## src/hdl/sys_cfg_pkg.sv

```systemverilog
// Package of offsets, field positions and reset values for the system configuration bank
package sys_cfg_pkg;

  // Register offsets (byte addresses on the plain register port)
  localparam logic [7:0]  OFS_CONFIG_CONTROL   = 8'h00;  // Configuration control
  localparam logic [7:0]  OFS_EXT_BUS_ADDR_CFG = 8'h04;  // External bus address pin config
  localparam logic [7:0]  OFS_UNLOCK_KEY       = 8'h08;  // Unlock key port
  localparam logic [7:0]  OFS_STATUS           = 8'h0C;  // Unlock status and refused count

  // Configuration control field positions
  localparam int unsigned BIT_DMA_PRI     = 25;  // DMA SRAM priority
  localparam int unsigned BIT_CPU_PRI     = 24;  // CPU interrupt SRAM priority
  localparam int unsigned BIT_CAP_ALT     = 17;  // Capture alternate timebase
  localparam int unsigned BIT_CMP_ALT     = 16;  // Compare alternate timebase
  localparam int unsigned BIT_REMAP_LOCK  = 13;  // Pin remap lock
  localparam int unsigned BIT_MODDIS_LOCK = 12;  // Module disable lock
  localparam int unsigned BIT_PERMGP_LOCK = 11;  // Permission group lock
  localparam int unsigned BIT_USB_SSEN    = 8;   // USB sleep clock stop enable

  // Implemented bits of configuration control; all others read zero
  localparam logic [31:0] CFG_IMPL_MASK  = 32'h0303_3900;
  localparam logic [31:0] CFG_RESET      = 32'h0000_0000;

  // External bus address pin config fields
  localparam int unsigned BIT_EXT_PIN_EN = 31;  // Bus owns pins shared with the parallel port
  localparam int unsigned ADDR_PINS      = 24;  // Address pin enables in bits 23:0
  localparam logic [31:0] EBA_IMPL_MASK  = 32'h80FF_FFFF;
  localparam logic [31:0] EBA_RESET      = 32'h0000_0000;

  // Unlock key words, arbitrary values
  localparam logic [31:0] UNLOCK_KEY1    = 32'hA5A5_0F0F;
  localparam logic [31:0] UNLOCK_KEY2    = 32'h5A5A_F0F0;

  // Unlock sequencer states
  typedef enum logic [1:0]
  {
    UNLK_IDLE = 2'b00,  // Waiting for first key
    UNLK_KEY1 = 2'b01,  // First key seen
    UNLK_OPEN = 2'b10   // Unlocked until next config write or key write
  } unlock_state_t;

endpackage

```

## src/hdl/sys_cfg_unlock.sv

```systemverilog
// Unlock key sequencer guarding the configuration control register
module sys_cfg_unlock
(
  input  wire logic i_core_clk,   // Core clock
  input  wire logic i_rst,        // Synchronous reset, active high
  input  wire logic i_key_wr,     // Write to the unlock key port
  input  wire logic [31:0] i_key, // Key word written
  input  wire logic i_consume,    // Config control write uses the unlock
  output logic      o_unlocked    // Unlock sequence complete
);

  sys_cfg_pkg::unlock_state_t state_reg;  // Sequencer state

  // Two keys back to back open; a config write or any wrong key closes
  always_ff @(posedge i_core_clk)
  begin
    if (i_rst)
    begin
      state_reg <= sys_cfg_pkg::UNLK_IDLE;
    end
    else if (i_consume)
    begin
      state_reg <= sys_cfg_pkg::UNLK_IDLE;
    end
    else if (i_key_wr)
    begin
      case (state_reg)
        sys_cfg_pkg::UNLK_IDLE:
        begin
          state_reg <= (i_key == sys_cfg_pkg::UNLOCK_KEY1) ?
                       sys_cfg_pkg::UNLK_KEY1 : sys_cfg_pkg::UNLK_IDLE;
        end
        sys_cfg_pkg::UNLK_KEY1:
        begin
          state_reg <= (i_key == sys_cfg_pkg::UNLOCK_KEY2) ?
                       sys_cfg_pkg::UNLK_OPEN : sys_cfg_pkg::UNLK_IDLE;
        end
        default:
        begin
          // Any key write while open restarts the sequence
          state_reg <= sys_cfg_pkg::UNLK_IDLE;
        end
      endcase
    end
  end

  assign o_unlocked = (state_reg == sys_cfg_pkg::UNLK_OPEN);

endmodule

```

## src/hdl/ext_bus_pin_mux.sv

```systemverilog
// Per-pin ownership mask for the external bus address pins
module ext_bus_pin_mux
(
  input  wire logic        i_mode_select,  // External bus mode select
  input  wire logic [23:0] i_pin_en,       // Stored address pin enables
  output logic      [23:0] o_pin_own       // Pin owned by the bus interface
);

  // One gate per address pin; mode select overrides every enable
  for (genvar g = 0; g < 24; g++)
  begin : g_pin
    assign o_pin_own[g] = i_pin_en[g] & ~i_mode_select;
  end

endmodule

```

## src/hdl/system_config_control_regs.sv

```systemverilog
// System configuration register bank: arbitration, timebase, locks, USB and bus pins

module system_config_control_regs
(
  input  wire logic        i_core_clk,          // Core clock, 100 MHz
  input  wire logic        i_rst,               // Synchronous reset, active high
  input  wire logic [7:0]  i_addr,              // Register byte address
  input  wire logic [31:0] i_wdata,             // Write data
  input  wire logic        i_wr,                // Write strobe
  input  wire logic        i_rd,                // Read strobe
  output logic      [31:0] o_rdata,             // Read data, cycle after strobe
  input  wire logic        i_sleep,             // Sleep mode active
  input  wire logic        i_cpu_in_irq,        // CPU is servicing an interrupt
  input  wire logic        i_ext_bus_mode,      // External bus mode select
  input  wire logic        i_remap_wr,          // Pin remap register write request
  input  wire logic        i_moddis_wr,         // Module disable register write request
  input  wire logic        i_permgp_wr,         // Permission group register write request
  output logic             o_dma_sram_hipri,    // DMA wins SRAM arbitration
  output logic             o_cpu_sram_hipri,    // CPU wins SRAM arbitration now
  output logic             o_capture_alt_tb,    // Capture units use alternate pair
  output logic             o_compare_alt_tb,    // Compare units use alternate pair
  output logic             o_remap_wr_ok,       // Pin remap write accepted
  output logic             o_moddis_wr_ok,      // Module disable write accepted
  output logic             o_permgp_wr_ok,      // Permission group write accepted
  output logic             o_usb_phy_clk_en,    // USB PHY clock gate enable
  output logic             o_ext_bus_pins_own,  // Bus owns pins shared with parallel port
  output logic      [23:0] o_ext_bus_addr_own   // Bus owns each address pin
);

  logic [31:0] cfg_reg;          // Configuration control store
  logic [31:0] eba_reg;          // Address pin config store
  logic [7:0]  refused_reg;      // Count of refused protected writes
  logic        unlocked;         // Unlock sequence complete
  logic        wr_cfg;           // Write to configuration control
  logic        wr_eba;           // Write to address pin config
  logic        wr_key;           // Write to unlock key port
  logic [23:0] pin_own;          // Per-pin ownership from the mux
  logic        remap_lock;       // Pin remap lock bit
  logic        moddis_lock;      // Module disable lock bit
  logic        permgp_lock;      // Permission group lock bit

  // Address decode of the write strobe
  assign wr_cfg = i_wr & (i_addr == sys_cfg_pkg::OFS_CONFIG_CONTROL);
  assign wr_eba = i_wr & (i_addr == sys_cfg_pkg::OFS_EXT_BUS_ADDR_CFG);
  assign wr_key = i_wr & (i_addr == sys_cfg_pkg::OFS_UNLOCK_KEY);

  assign remap_lock  = cfg_reg[sys_cfg_pkg::BIT_REMAP_LOCK];
  assign moddis_lock = cfg_reg[sys_cfg_pkg::BIT_MODDIS_LOCK];
  assign permgp_lock = cfg_reg[sys_cfg_pkg::BIT_PERMGP_LOCK];

  // Unlock sequencer; any config write closes it again
  sys_cfg_unlock u_unlock
  (
    .i_core_clk (i_core_clk),
    .i_rst      (i_rst),
    .i_key_wr   (wr_key),
    .i_key      (i_wdata),
    .i_consume  (wr_cfg),
    .o_unlocked (unlocked)
  );

  // Address pin ownership gating
  ext_bus_pin_mux u_pin_mux
  (
    .i_mode_select (i_ext_bus_mode),
    .i_pin_en      (eba_reg[sys_cfg_pkg::ADDR_PINS-1:0]),
    .o_pin_own     (pin_own)
  );

  // Configuration control: every implemented bit is unlock protected
  always_ff @(posedge i_core_clk)
  begin
    if (i_rst)
    begin
      cfg_reg <= sys_cfg_pkg::CFG_RESET;
    end
    else if (wr_cfg && unlocked)
    begin
      // Unused bits are masked so they stay zero
      cfg_reg <= i_wdata & sys_cfg_pkg::CFG_IMPL_MASK;
    end
    // A write without the unlock falls through and stores nothing
  end

  // Address pin config: not protected, upper unused bits masked off
  always_ff @(posedge i_core_clk)
  begin
    if (i_rst)
    begin
      eba_reg <= sys_cfg_pkg::EBA_RESET;
    end
    else if (wr_eba)
    begin
      eba_reg <= i_wdata & sys_cfg_pkg::EBA_IMPL_MASK;
    end
  end

  // Refused-write counter, saturating, so software can see lock hits
  always_ff @(posedge i_core_clk)
  begin
    if (i_rst)
    begin
      refused_reg <= 8'h00;
    end
    else if (((wr_cfg && !unlocked) ||
              (i_remap_wr && remap_lock) ||
              (i_moddis_wr && moddis_lock) ||
              (i_permgp_wr && permgp_lock)) && (refused_reg != 8'hFF))
    begin
      refused_reg <= refused_reg + 8'h01;
    end
  end

  // Read port: data stands only in the cycle after the strobe
  always_ff @(posedge i_core_clk)
  begin
    if (i_rst)
    begin
      o_rdata <= 32'h0000_0000;
    end
    else if (i_rd)
    begin
      case (i_addr)
        sys_cfg_pkg::OFS_CONFIG_CONTROL:
        begin
          o_rdata <= cfg_reg;
        end
        sys_cfg_pkg::OFS_EXT_BUS_ADDR_CFG:
        begin
          o_rdata <= eba_reg;
        end
        sys_cfg_pkg::OFS_STATUS:
        begin
          o_rdata <= {23'h000000, refused_reg, unlocked};
        end
        default:
        begin
          // Key port and unmapped addresses read zero
          o_rdata <= 32'h0000_0000;
        end
      endcase
    end
    else
    begin
      o_rdata <= 32'h0000_0000;
    end
  end

  // Arbitration priority outputs
  always_ff @(posedge i_core_clk)
  begin
    if (i_rst)
    begin
      o_dma_sram_hipri <= 1'b0;
      o_cpu_sram_hipri <= 1'b0;
    end
    else
    begin
      o_dma_sram_hipri <= cfg_reg[sys_cfg_pkg::BIT_DMA_PRI];
      // Priority applies only while an interrupt is being serviced
      o_cpu_sram_hipri <= cfg_reg[sys_cfg_pkg::BIT_CPU_PRI] & i_cpu_in_irq;
    end
  end

  // Timebase selection for capture and compare units
  always_ff @(posedge i_core_clk)
  begin
    if (i_rst)
    begin
      o_capture_alt_tb <= 1'b0;
      o_compare_alt_tb <= 1'b0;
    end
    else
    begin
      o_capture_alt_tb <= cfg_reg[sys_cfg_pkg::BIT_CAP_ALT];
      o_compare_alt_tb <= cfg_reg[sys_cfg_pkg::BIT_CMP_ALT];
    end
  end

  // Write permits for the guarded register groups
  // Registered, so a lock takes effect one cycle after it is stored
  always_ff @(posedge i_core_clk)
  begin
    if (i_rst)
    begin
      o_remap_wr_ok  <= 1'b0;
      o_moddis_wr_ok <= 1'b0;
      o_permgp_wr_ok <= 1'b0;
    end
    else
    begin
      o_remap_wr_ok  <= i_remap_wr & ~remap_lock;
      o_moddis_wr_ok <= i_moddis_wr & ~moddis_lock;
      o_permgp_wr_ok <= i_permgp_wr & ~permgp_lock;
    end
  end

  // USB PHY clock gate: off only in sleep with the stop enable set
  always_ff @(posedge i_core_clk)
  begin
    if (i_rst)
    begin
      o_usb_phy_clk_en <= 1'b1;
    end
    else
    begin
      o_usb_phy_clk_en <= ~(cfg_reg[sys_cfg_pkg::BIT_USB_SSEN] & i_sleep);
    end
  end

  // External bus pin ownership
  always_ff @(posedge i_core_clk)
  begin
    if (i_rst)
    begin
      o_ext_bus_pins_own <= 1'b0;
      o_ext_bus_addr_own <= 24'h000000;
    end
    else
    begin
      o_ext_bus_pins_own <= eba_reg[sys_cfg_pkg::BIT_EXT_PIN_EN];
      o_ext_bus_addr_own <= pin_own;
    end
  end

endmodule

```

## config.mk

```make
export PLATFORM = sky130hd
export DESIGN_NAME = system_config_control_regs
export DESIGN_NICKNAME = d
export VERILOG_FILES = /design/src/hdl/sys_cfg_pkg.sv /design/src/hdl/sys_cfg_unlock.sv /design/src/hdl/ext_bus_pin_mux.sv /design/src/hdl/system_config_control_regs.sv
export SDC_FILE = /design/constraint.sdc
export NUM_CORES = 1
export LEC_CHECK = 0
export ABC_AREA = 1
export BUFFER_PORTS_ARGS = -buffer_cell sky130_fd_sc_hd__buf_2
export CAP_MARGIN = 10
export CORE_ASPECT_RATIO = 0.75
export CORE_MARGIN = 2
export CORE_UTILIZATION = 40
export DETAILED_ROUTE_END_ITERATION = 7
export HOLD_SLACK_MARGIN = 0.12
export PLACE_DENSITY = 0.7
export RECOVER_POWER = 50
export SETUP_SLACK_MARGIN = 0.15
export SKIP_CTS_REPAIR_TIMING = 1
export SYNTH_ARGS = -nofsm -noshare
export SYNTH_HDL_FRONTEND = slang
export SYNTH_SLANG_ARGS = --single-unit
```

## constraint.sdc

```tcl
create_clock -name i_core_clk -period 1.6 [get_ports i_core_clk]
set_clock_uncertainty 0.15 [all_clocks]
set_input_delay 0.08 -clock i_core_clk [delete_from_list [all_inputs] [get_ports i_core_clk]]
set_output_delay 0.08 -clock i_core_clk [all_outputs]
set_load 0.02 [all_outputs]
```

==> impl_metrics.toml, run 1 <==
[layout]
area_delta_synth_final_pct = 37.2
layout_fillers = 938
final_util = 0.573
largest_register_ff_count = 27
diodes = 0
final_layout_size_suffix_gt1_frac = 0.235
num-nets-final = 714

[grt]
vias_in_the_first_global_route = 3402
grt_antenna_before_repair = 0
globalRouteOverflowTotal = 0
grt_start_max_net_pins = 53
grt_pass1_wl_mm = 16.6
gr-usage-all-layers = 0.192

[timing]
report.final.setup_viol = 0
final_min_period_over_clock_period = 0.952
report.final.slew_viol_count = 0
tightest_slew_ns = 0.824
unrepaired_setup_endpoints_after_global_routing = "yes"
slew_headroom = 0.450
report.final.hold_viol_count = 0
fmax_mhz = 656
final_period_minus_worst_setup_slack_ns = 1.52
fin_tns_setup_ns = 0

[job]
max_cap_viol_count = 0

[route]
detail-route-antenna-nets = 0
drt_pre_antenna_iters = 5
wirelength_mm = 11.5
drc_violations_left = 0
routedWlPerCell_um = 14.4
vias_per_cell = 4.80
drt_iter0_drc = 235
detailroute.via_count = 3836

[worst_setup_path]
critPathArrivalTime_ns = 1.65
cp_max_fo = 5
max_stage_delay_ns = 0.38
slowest_stage = "dfxtp_4"
crit_path_cell_trace = "ha_4, nand2_2, nand3b_1, buf_4, nand3_1, nand2_1, nor2_1"
worstSetupEndpointType = "flip-flop"
cp-start-kind = "flip-flop"
worstPathRequired_ns = 1.73
timing.setup.critical_path_class = "reg2reg"

[cts]
clock_insertion_delay_at_the_later_pin_of_the_skew_report_ns = 0.35
cts_buffer_count = 9
number_of_h_tree_levels = 3
cts.reportedPaths.clkPinSlew_ns = 0.07
cts_root_buf = "clkbuf_16"
tritoncts = "yes"
clock_path_buffers = 2
clkSinkCount = 103

[logic_synthesis]
synth_cells = 503
top_cells_by_area_synth = "dfxtp_1, nand2_1, nor2_1, inv_1, a21oi_1"
number_of_flops_mapped_to_enable_cells_by_yosys = 0
ys.flop_type = "dfxtp_1"
postSynthRegisterBits = 103
yosys_warnings = 0
netlist_area_um2 = 4080
yosys_top_cell_area_share = 0.505
postSynthAreaPerCell_um2 = 8.11
yosys-top-cells-count = "dfxtp_1, nand2_1, nor2_1"
number_of_library_cell_types_mapped_by_synthesis = 30
synthDominantAreaCellType = "dfxtp_1"
synth-async-reset-ratio = 0
post-synth-top-count-cell = "dfxtp_1"
seq_total_area_yosys = 0.505

[placement]
place_hpwl_mm = 7.60
finalWeightedCongestion = 0.862
place.port_buffers = 109

[worst_hold_path]
worstHoldPathType = "in2reg"

[power]
p_leak_nw = 2.12
power.density_nw_per_um2 = 949
worst_vdd_drop_mv = 0.546

[floorplan]
core_area_um2 = 9770
die_w_um = 121
die-height_um = 91.5
rows = 31
io_pins = 115
initial_utilization = 0.418
die_area_um2 = 11000

[status]
run_status = "complete, no violations"
[final timing paths]
| kind | startpoint | endpoint | slack [ns] | cells after the start |
|---|---|---|---|---|
| setup / recovery | refused_reg[0] | refused_reg[0] | 0.08 | 7 |
| hold / removal | i_rst | eba_reg[9] | 0.08 | 3 |
| setup reg to reg | refused_reg[0] | refused_reg[0] | 0.08 | 7 |
| hold reg to reg | cfg_reg[8] | o_usb_phy_clk_en | 0.28 | 1 |
[critical path: cells and delay by family, from the launching register on]
family,cells,cell delay (ns)
buffers and inverters,1,0.18
AND/OR/NAND/NOR,5,0.59
flip-flops,1,0.38
adder cells (fa/ha/maj),1,0.16
[routing by layer]
| layer | global-route usage | vias to the layer above | share of wire |
|---|---|---|---|
| met2 | 0.297 | 129 | 0.47 |
| li1 | - | 1911 | - |
| met5 | 0 | - | 0 |
| met3 | 0.0565 | 14 | 0.063 |
| met4 | 0.0514 | 0 | 0.013 |
| met1 | 0.262 | 1782 | 0.46 |
[metrics by stage]
| step | power, mW | cells | hold slack (ns) | instance area [µm²] | setup WS, ns |
|---|---|---|---|---|---|
| final | 5.31 | 800 | 0.0752 | 5600 | 0.0761 |
| after global routing | 5.49 | 800 | 0.0748 | 5600 | 0.00320 |
| after CTS | 5.27 | 749 | -0.237 | 5080 | 0.0135 |
| after detailed placement | 2.88 | 733 | 0.130 | 4740 | 0.0256 |
| after global placement | 2.88 | 733 | 0.134 | 4740 | 0.118 |
| after floorplan | 2.76 | 507 | 0.00567 | 4100 | 0.181 |
[placed cells by master, fill, tap and decap left out, types with 3 or more instances in the layout]
master / instances
inv_2: 5
inv_1: 52
nor2_1: 50
buf_2: 48
nand2_2: 14
dlygate4sd3_1: 48
o21ai_1: 3
clkbuf_16: 9
nand3_1: 19
clkbuf_1: 60
nand3_2: 3
a21oi_1: 34
nor2_2: 8
nor3_1: 29
dfxtp_2: 5
buf_4: 10
dfxtp_1: 95
a21oi_2: 23
nor3_2: 7
nand4_1: 9
nand2_1: 96
dfxtp_4: 3
o21ai_0: 10
conb_1: 5
[area by class of cell]
class / count / area (µm²) / area share
well taps: 132 / 165 / 0.0295
clock buffers: 11 / 253 / 0.0451
multi-input cells: 323 / 1750 / 0.312
flip-flops and latches: 103 / 2080 / 0.371
clock inverters: 5 / 78.8 / 0.0141
inverters: 57 / 214 / 0.0382
repair buffers: 169 / 1070 / 0.190
[cell families (layout without fill, tap and decap cells)]
group	after synthesis	after routing	synth area share
buffers and inverters	81	242	0.0904
AND/OR/NAND/NOR	247	247	0.296
AO/OA/AOI/OAI	70	70	0.104
other	1	5	0.000919
flip-flops	103	103	0.505
adder cells (fa/ha/maj)	1	1	0.00307
[report_power, final]
part	switching (mW)	internal, mW	total (mW)
Combinational	0.193	0.151	0.344
Sequential	0.00195	2.56	2.56
Clock	0.950	1.46	2.41
Note: power is estimated with default switching activity, not from simulation.
==> run 2: changes to the inputs <==
--- a/config.mk
+++ b/config.mk
@@ -6,14 +6,14 @@
 export NUM_CORES = 1
 export LEC_CHECK = 0
 export ABC_AREA = 1
-export BUFFER_PORTS_ARGS = -buffer_cell sky130_fd_sc_hd__buf_2
 export CAP_MARGIN = 10
 export CORE_ASPECT_RATIO = 0.75
 export CORE_MARGIN = 2
 export CORE_UTILIZATION = 40
 export DETAILED_ROUTE_END_ITERATION = 7
+export DONT_BUFFER_PORTS = 1
 export HOLD_SLACK_MARGIN = 0.12
-export PLACE_DENSITY = 0.7
+export PLACE_DENSITY = 0.6
 export RECOVER_POWER = 50
 export SETUP_SLACK_MARGIN = 0.15
 export SKIP_CTS_REPAIR_TIMING = 1
==> impl_metrics.toml, run 2 (same netlist as run 1, synthesis figures left out) <==
[cts]
clock_path_buffers = 2
cts.reportedPaths.clkPinSlew_ns = 0.06
cts_root_buf = "clkbuf_16"
tritoncts = "yes"
clkSinkCount = 103
cts_buffer_count = 9
clock_insertion_delay_at_the_later_pin_of_the_skew_report_ns = 0.35
number_of_h_tree_levels = 3

[layout]
multiInputGateArea_um2 = 1690
area_delta_synth_final_pct = 28.4
layout_fillers = 926
largest_register_ff_count = 27
final_layout_size_suffix_gt1_frac = 0.163
final_cell_mix = "dfxtp_1, nand2_1, dlygate4sd3_1"
final_cells = 709
layout_commonest_cell = "dfxtp_1"
num-nets-final = 623
diodes = 0
area.sequential_um2 = 2080

[grt]
gr-usage-all-layers = 0.191
vias_in_the_first_global_route = 3146
grt_pass1_wl_mm = 16.1
globalRouteOverflowTotal = 0
grt_start_max_net_pins = 54
grt_antenna_before_repair = 0

[route]
detailroute.via_count = 3544
wirelength_mm = 11.4
drt_pre_antenna_iters = 5
vias_per_cell = 5.00
drc_violations_left = 0
drt_iter0_drc = 198
detail-route-antenna-nets = 0
routedWlPerCell_um = 16.1

[placement]
finalWeightedCongestion = 0.816
place.port_buffers = 0
place.detailed.instances = 622
place_hpwl_mm = 7.31

[worst_setup_path]
cp_max_fo = 24
r2r.worst_path.cells = 8
crit_path_cell_trace = "dlygate4sd3_1, buf_12, nor3_1, dlygate4sd3_1"
origin_of_the_critical_flop_to_flop_path = "refused_reg[1]"
timing.setup.critical_path_class = "in2reg"
max_stage_delay_ns = 0.58
cp_common_cell = "dlygate4sd3_1"
r2r_setup_slack_ns = 0.15
slowest_stage = "dlygate4sd3_1"
worstReg2RegEnd = "refused_reg[5]"
worstSetupEndpointType = "flip-flop"
critPathArrivalTime_ns = 1.61
count_of_buffering_cells_on_the_critical_path_with_inverters_included = 3
worstPathRequired_ns = 1.74
timing.critical_path.max_delay_family = "buffers and inverters"
cp-start-kind = "input pin"

[floorplan]
rows = 31
core_area_um2 = 9770
io_pins = 115
die_w_um = 121
initial_utilization = 0.418
die_area_um2 = 11000
die-height_um = 91.5

[power]
power.sequential.fraction = 0.503
p_leak_nw = 1.89
p_int_mw = 4.01
power.density_nw_per_um2 = 975
power.net_switching_mw = 1.10
power_frac_clock = 0.445
worst_vdd_drop_mv = 0.564
fin_total_pwr_mw = 5.11
sw_frac_of_total = 0.215
combinationalPowerShare = 0.053

[worst_hold_path]
worstHoldPathType = "in2reg"
hold_start = "i_wr"
holdPathEnd = "cfg_reg[11]"
number_of_cells_on_the_worst_hold_path = 2

[job]
max_cap_viol_count = 0

[timing]
fmax_mhz = 681
report.final.hold_viol_count = 57
fin_hold_ws_ns = -0.140
fin_tns_setup_ns = 0
final_min_period_over_clock_period = 0.918
final_period_minus_worst_setup_slack_ns = 1.47
unrepaired_setup_endpoints_after_global_routing = "yes"
tightest_slew_ns = 0.559
report.final.slew_viol_count = 0
slew_headroom = 0.625
report.final.setup_viol = 0

[status]
run_status = "finished, violations left"
violations = "hold timing"
## run 2: power by group through the flow
stage	Clock, mW	Combinational (mW)	Sequential [mW]
detailed placement	0	0.112	2.63
global placement	0	0.109	2.63
floorplan	0	0.126	2.63
global route	2.44	0.291	2.57
CTS	2.29	0.112	2.58
finish	2.27	0.269	2.57
## run 2: cell type report
| type | count | area share |
|---|---|---|
| well taps | 132 | 0.0315 |
| repair buffers | 78 | 0.148 |
| flip-flops and latches | 103 | 0.397 |
| clock buffers | 14 | 0.0523 |
| multi-input cells | 323 | 0.323 |
| clock inverters | 2 | 0.00716 |
| inverters | 57 | 0.0408 |
## run 2: worst max path at each step
stage / from / endpoint / cells past startpoint
6_report: i_ext_bus_mode / o_ext_bus_addr_own[10] / 4
5_1_grt: refused_reg[1] / refused_reg[5] / 8
4_1_cts: refused_reg[0] / refused_reg[5] / 7
3_5_place_dp: refused_reg[0] / refused_reg[5] / 7
3_3_place_gp: refused_reg[0] / refused_reg[7] / 6
2_1_floorplan: refused_reg[0] / refused_reg[7] / 6
## run 2: stage by stage
step           worst slack, ns  instance area (µm²)   util  hold WS, ns
4_1_cts                 0.0293                 4470  0.457       -0.362
2_1_floorplan            0.181                 4100      -      0.00567
3_3_place_gp             0.102                 4160  0.425     0.000563
5_1_grt                 0.0707                 5240  0.536       -0.131
6_report                 0.131                 5240  0.536       -0.140
3_5_place_dp            0.0611                 4160  0.425      0.00152
## run 2: worst reg2reg max path: stages (launching register included)
cell	delay [ns]
dfxtp_4	0.37
ha_4	0.15
nand2_2	0.06
nand3b_1	0.28
nand2_1	0.15
inv_2	0.05
nand3_1	0.07
nand2_1	0.05
nor2_1	0.08
## run 2: routing by layer
layer,wire length [µm],global-route usage,up-vias
met2,5370,0.301,130
met3,886,0.0835,9
met1,5050,0.240,1675
li1,-,-,1730
met5,0,0,-
met4,79,0.0446,0
==> run 3: changes to the inputs <==
--- a/config.mk
+++ b/config.mk
@@ -5,7 +5,6 @@
 export SDC_FILE = /design/constraint.sdc
 export NUM_CORES = 1
 export LEC_CHECK = 0
-export ABC_AREA = 1
 export CAP_MARGIN = 10
 export CORE_ASPECT_RATIO = 0.75
 export CORE_MARGIN = 2
==> impl_metrics.toml, run 3 <==
[placement]
place.detailed.instances = 521
finalWeightedCongestion = 0.880
detailed_place.area_um2 = 4070
place_worst_setup_slack_ns = -0.0891
place_hpwl_mm = 6.47
place.port_buffers = 0

[worst_setup_path]
r2r_setup_slack_ns = -0.04
worstPathRequired_ns = 1.67
max_stage_delay_ns = 0.37
cp_max_fo = 6
cp-start-kind = "flip-flop"
worstReg2RegEnd = "refused_reg[7]"
critPathArrivalTime_ns = 1.71
timing.setup.critical_path_class = "reg2reg"
crit_path_cell_trace = "nor2b_4, nand4b_4, a2111oi_4, mux2_2"
r2r.worst_path.cells = 4
slowest_stage = "mux2_2"
worstSetupEndpointType = "flip-flop"
origin_of_the_critical_flop_to_flop_path = "u_unlock.state_reg[1]"

[cts]
clock_path_buffers = 2
number_of_h_tree_levels = 3
clkSinkCount = 103
tritoncts = "yes"
clock_insertion_delay_at_the_later_pin_of_the_skew_report_ns = 0.33
cts_buffer_count = 9
cts_root_buf = "clkbuf_16"
cts.reportedPaths.clkPinSlew_ns = 0.06

[layout]
largest_register_ff_count = 27
layout_commonest_cell = "dfxtp_1"
diodes = 0
multiInputGateArea_um2 = 1700
design_area_um2 = 4780
num-nets-final = 484
layout_fillers = 845
area_delta_synth_final_pct = 27.2
final_cells = 565
area.sequential_um2 = 2070
final_layout_size_suffix_gt1_frac = 0.153
final_cell_mix = "dfxtp_1, nand2_1, and2_1"

[timing]
fin_hold_ws_ns = -0.325
report.final.hold_viol_count = 50
final_period_minus_worst_setup_slack_ns = 1.64
layout_setup_ws_ns = -0.0405
report.final.setup_viol = 5
fmax_mhz = 610
final_min_period_over_clock_period = 1.03
unrepaired_setup_endpoints_after_global_routing = "yes"
report.final.slew_viol_count = 0

[floorplan]
rows = 30
core_area_um2 = 9080
io_pins = 115
die_area_um2 = 10200
initial_utilization = 0.414
die_w_um = 116
die-height_um = 88.0

[grt]
grt_antenna_before_repair = 0
globalRouteOverflowTotal = 0
gr-usage-all-layers = 0.184
grt_start_max_net_pins = 61
grt_pass1_wl_mm = 14.0
vias_in_the_first_global_route = 2573

[logic_synthesis]
yosys_top_cell_area_share = 0.549
postSynthAreaPerCell_um2 = 9.84
top_cells_by_area_synth = "dfxtp_1, mux2i_1, and2_1, nand2_1, a21oi_1"
number_of_library_cell_types_mapped_by_synthesis = 43
synth-async-reset-ratio = 0
netlist_area_um2 = 3760
synth_cells = 382
postSynthRegisterBits = 103
yosys-top-cells-count = "dfxtp_1, nand2_1, and2_1"
seq_total_area_yosys = 0.549
ys.flop_type = "dfxtp_1"
post-synth-top-count-cell = "dfxtp_1"
yosys_warnings = 0
synthDominantAreaCellType = "dfxtp_1"
number_of_flops_mapped_to_enable_cells_by_yosys = 0

[route]
drc_violations_left = 0
drt_pre_antenna_iters = 4
wirelength_mm = 9.59
detail-route-antenna-nets = 0
vias_per_cell = 5.05
drt_iter0_drc = 160
detailroute.via_count = 2852
routedWlPerCell_um = 17.0

[status]
violations = "hold timing, setup timing"
run_status = "finished, violations left"

[job]
max_cap_viol_count = 0

[worst_hold_path]
holdPathEnd = "o_rdata[25]"
worstHoldPathType = "in2reg"
hold_start = "i_addr[2]"
number_of_cells_on_the_worst_hold_path = 1

[power]
power.sequential.fraction = 0.513
power.net_switching_mw = 0.963
fin_total_pwr_mw = 5.01
power.density_nw_per_um2 = 1050
power_frac_clock = 0.455
p_int_mw = 4.05
p_leak_nw = 1.85
sw_frac_of_total = 0.192
worst_vdd_drop_mv = 0.861
combinationalPowerShare = 0.032
==> run 3: cell types whose count changed in the layout (fill, tap and decap cells not counted), moves of 8 or more <==
cell,before,now
nor2b_1,0,13
a21oi_1,35,27
buf_4,10,22
nor2_1,54,30
mux2i_1,0,23
dlygate4sd3_1,65,28
inv_1,51,1
and2_1,0,35
a21oi_2,22,3
nand3_1,21,7
nand2_1,96,56
nand2_2,14,0
o21ai_0,10,1
nor3_1,33,0
==> run 3: how the worst max path moves through the flow <==
stage | from | to | slack, ns | cells past startpoint
final | u_unlock.state_reg[1] | refused_reg[7] | -0.04 | 4
after floorplan | cfg_reg[13] | refused_reg[0] | -0.21 | 3
after global placement | i_addr[5] | refused_reg[7] | -0.08 | 4
after global routing | cfg_reg[13] | refused_reg[3] | -0.1 | 4
after CTS | u_unlock.state_reg[1] | refused_reg[7] | -0.09 | 4
after detailed placement | i_addr[5] | refused_reg[7] | -0.09 | 4
==> run 3: final cells by class <==
type | instances | area share
tap | 128 | 0.0335
clock buffer | 12 | 0.0516
sequential | 103 | 0.433
timing repair buffer | 57 | 0.112
multi-input combinational | 261 | 0.355
clock inverter | 3 | 0.0141
inverter | 1 | 0.000785
==> run 3: per-stage QoR <==
step                       util  TNS [ns]
after floorplan               -     -1.07
after global placement    0.448    -0.127
after detailed placement  0.448    -0.207
after CTS                 0.483    -0.256
after global routing      0.526    -0.830
final                     0.526    -0.125
==> run 3: cell families after synthesis <==
family | synth area share
AO/OA/AOI/OAI | 0.0629
adder cells (fa/ha/maj) | 0.00333
buffers and inverters | 0.0283
flip-flops | 0.549
multiplexers | 0.0792
other | 0.000998
AND/OR/NAND/NOR | 0.277
==> run 3: worst max-delay path, delay by kind of cell (launching register included) <==
kind,cells,cell delay [ns]
compound gates,1,0.35
flops,1,0.32
mux,1,0.37
simple gates,2,0.35
==> run 3: power by group through the flow <==
stage | logic [mW] | clock network [mW] | registers [mW]
5_1_grt | 0.171 | 2.45 | 2.57
6_report | 0.159 | 2.28 | 2.57
3_5_place_dp | 0.0787 | 0 | 2.63
3_3_place_gp | 0.0777 | 0 | 2.63
4_1_cts | 0.0790 | 2.34 | 2.58
2_1_floorplan | 0.0962 | 0 | 2.63
==> run 3: metal layers <==
layer	vias to the layer above	part of all wire	routed length, µm	GRT usage
li1	1395	-	-	-
met1	1339	0.46	4380	0.253
met2	116	0.45	4320	0.254
met3	2	0.089	854	0.0955
met4	0	0.0030	29	0.0498
met5	-	0	0	0
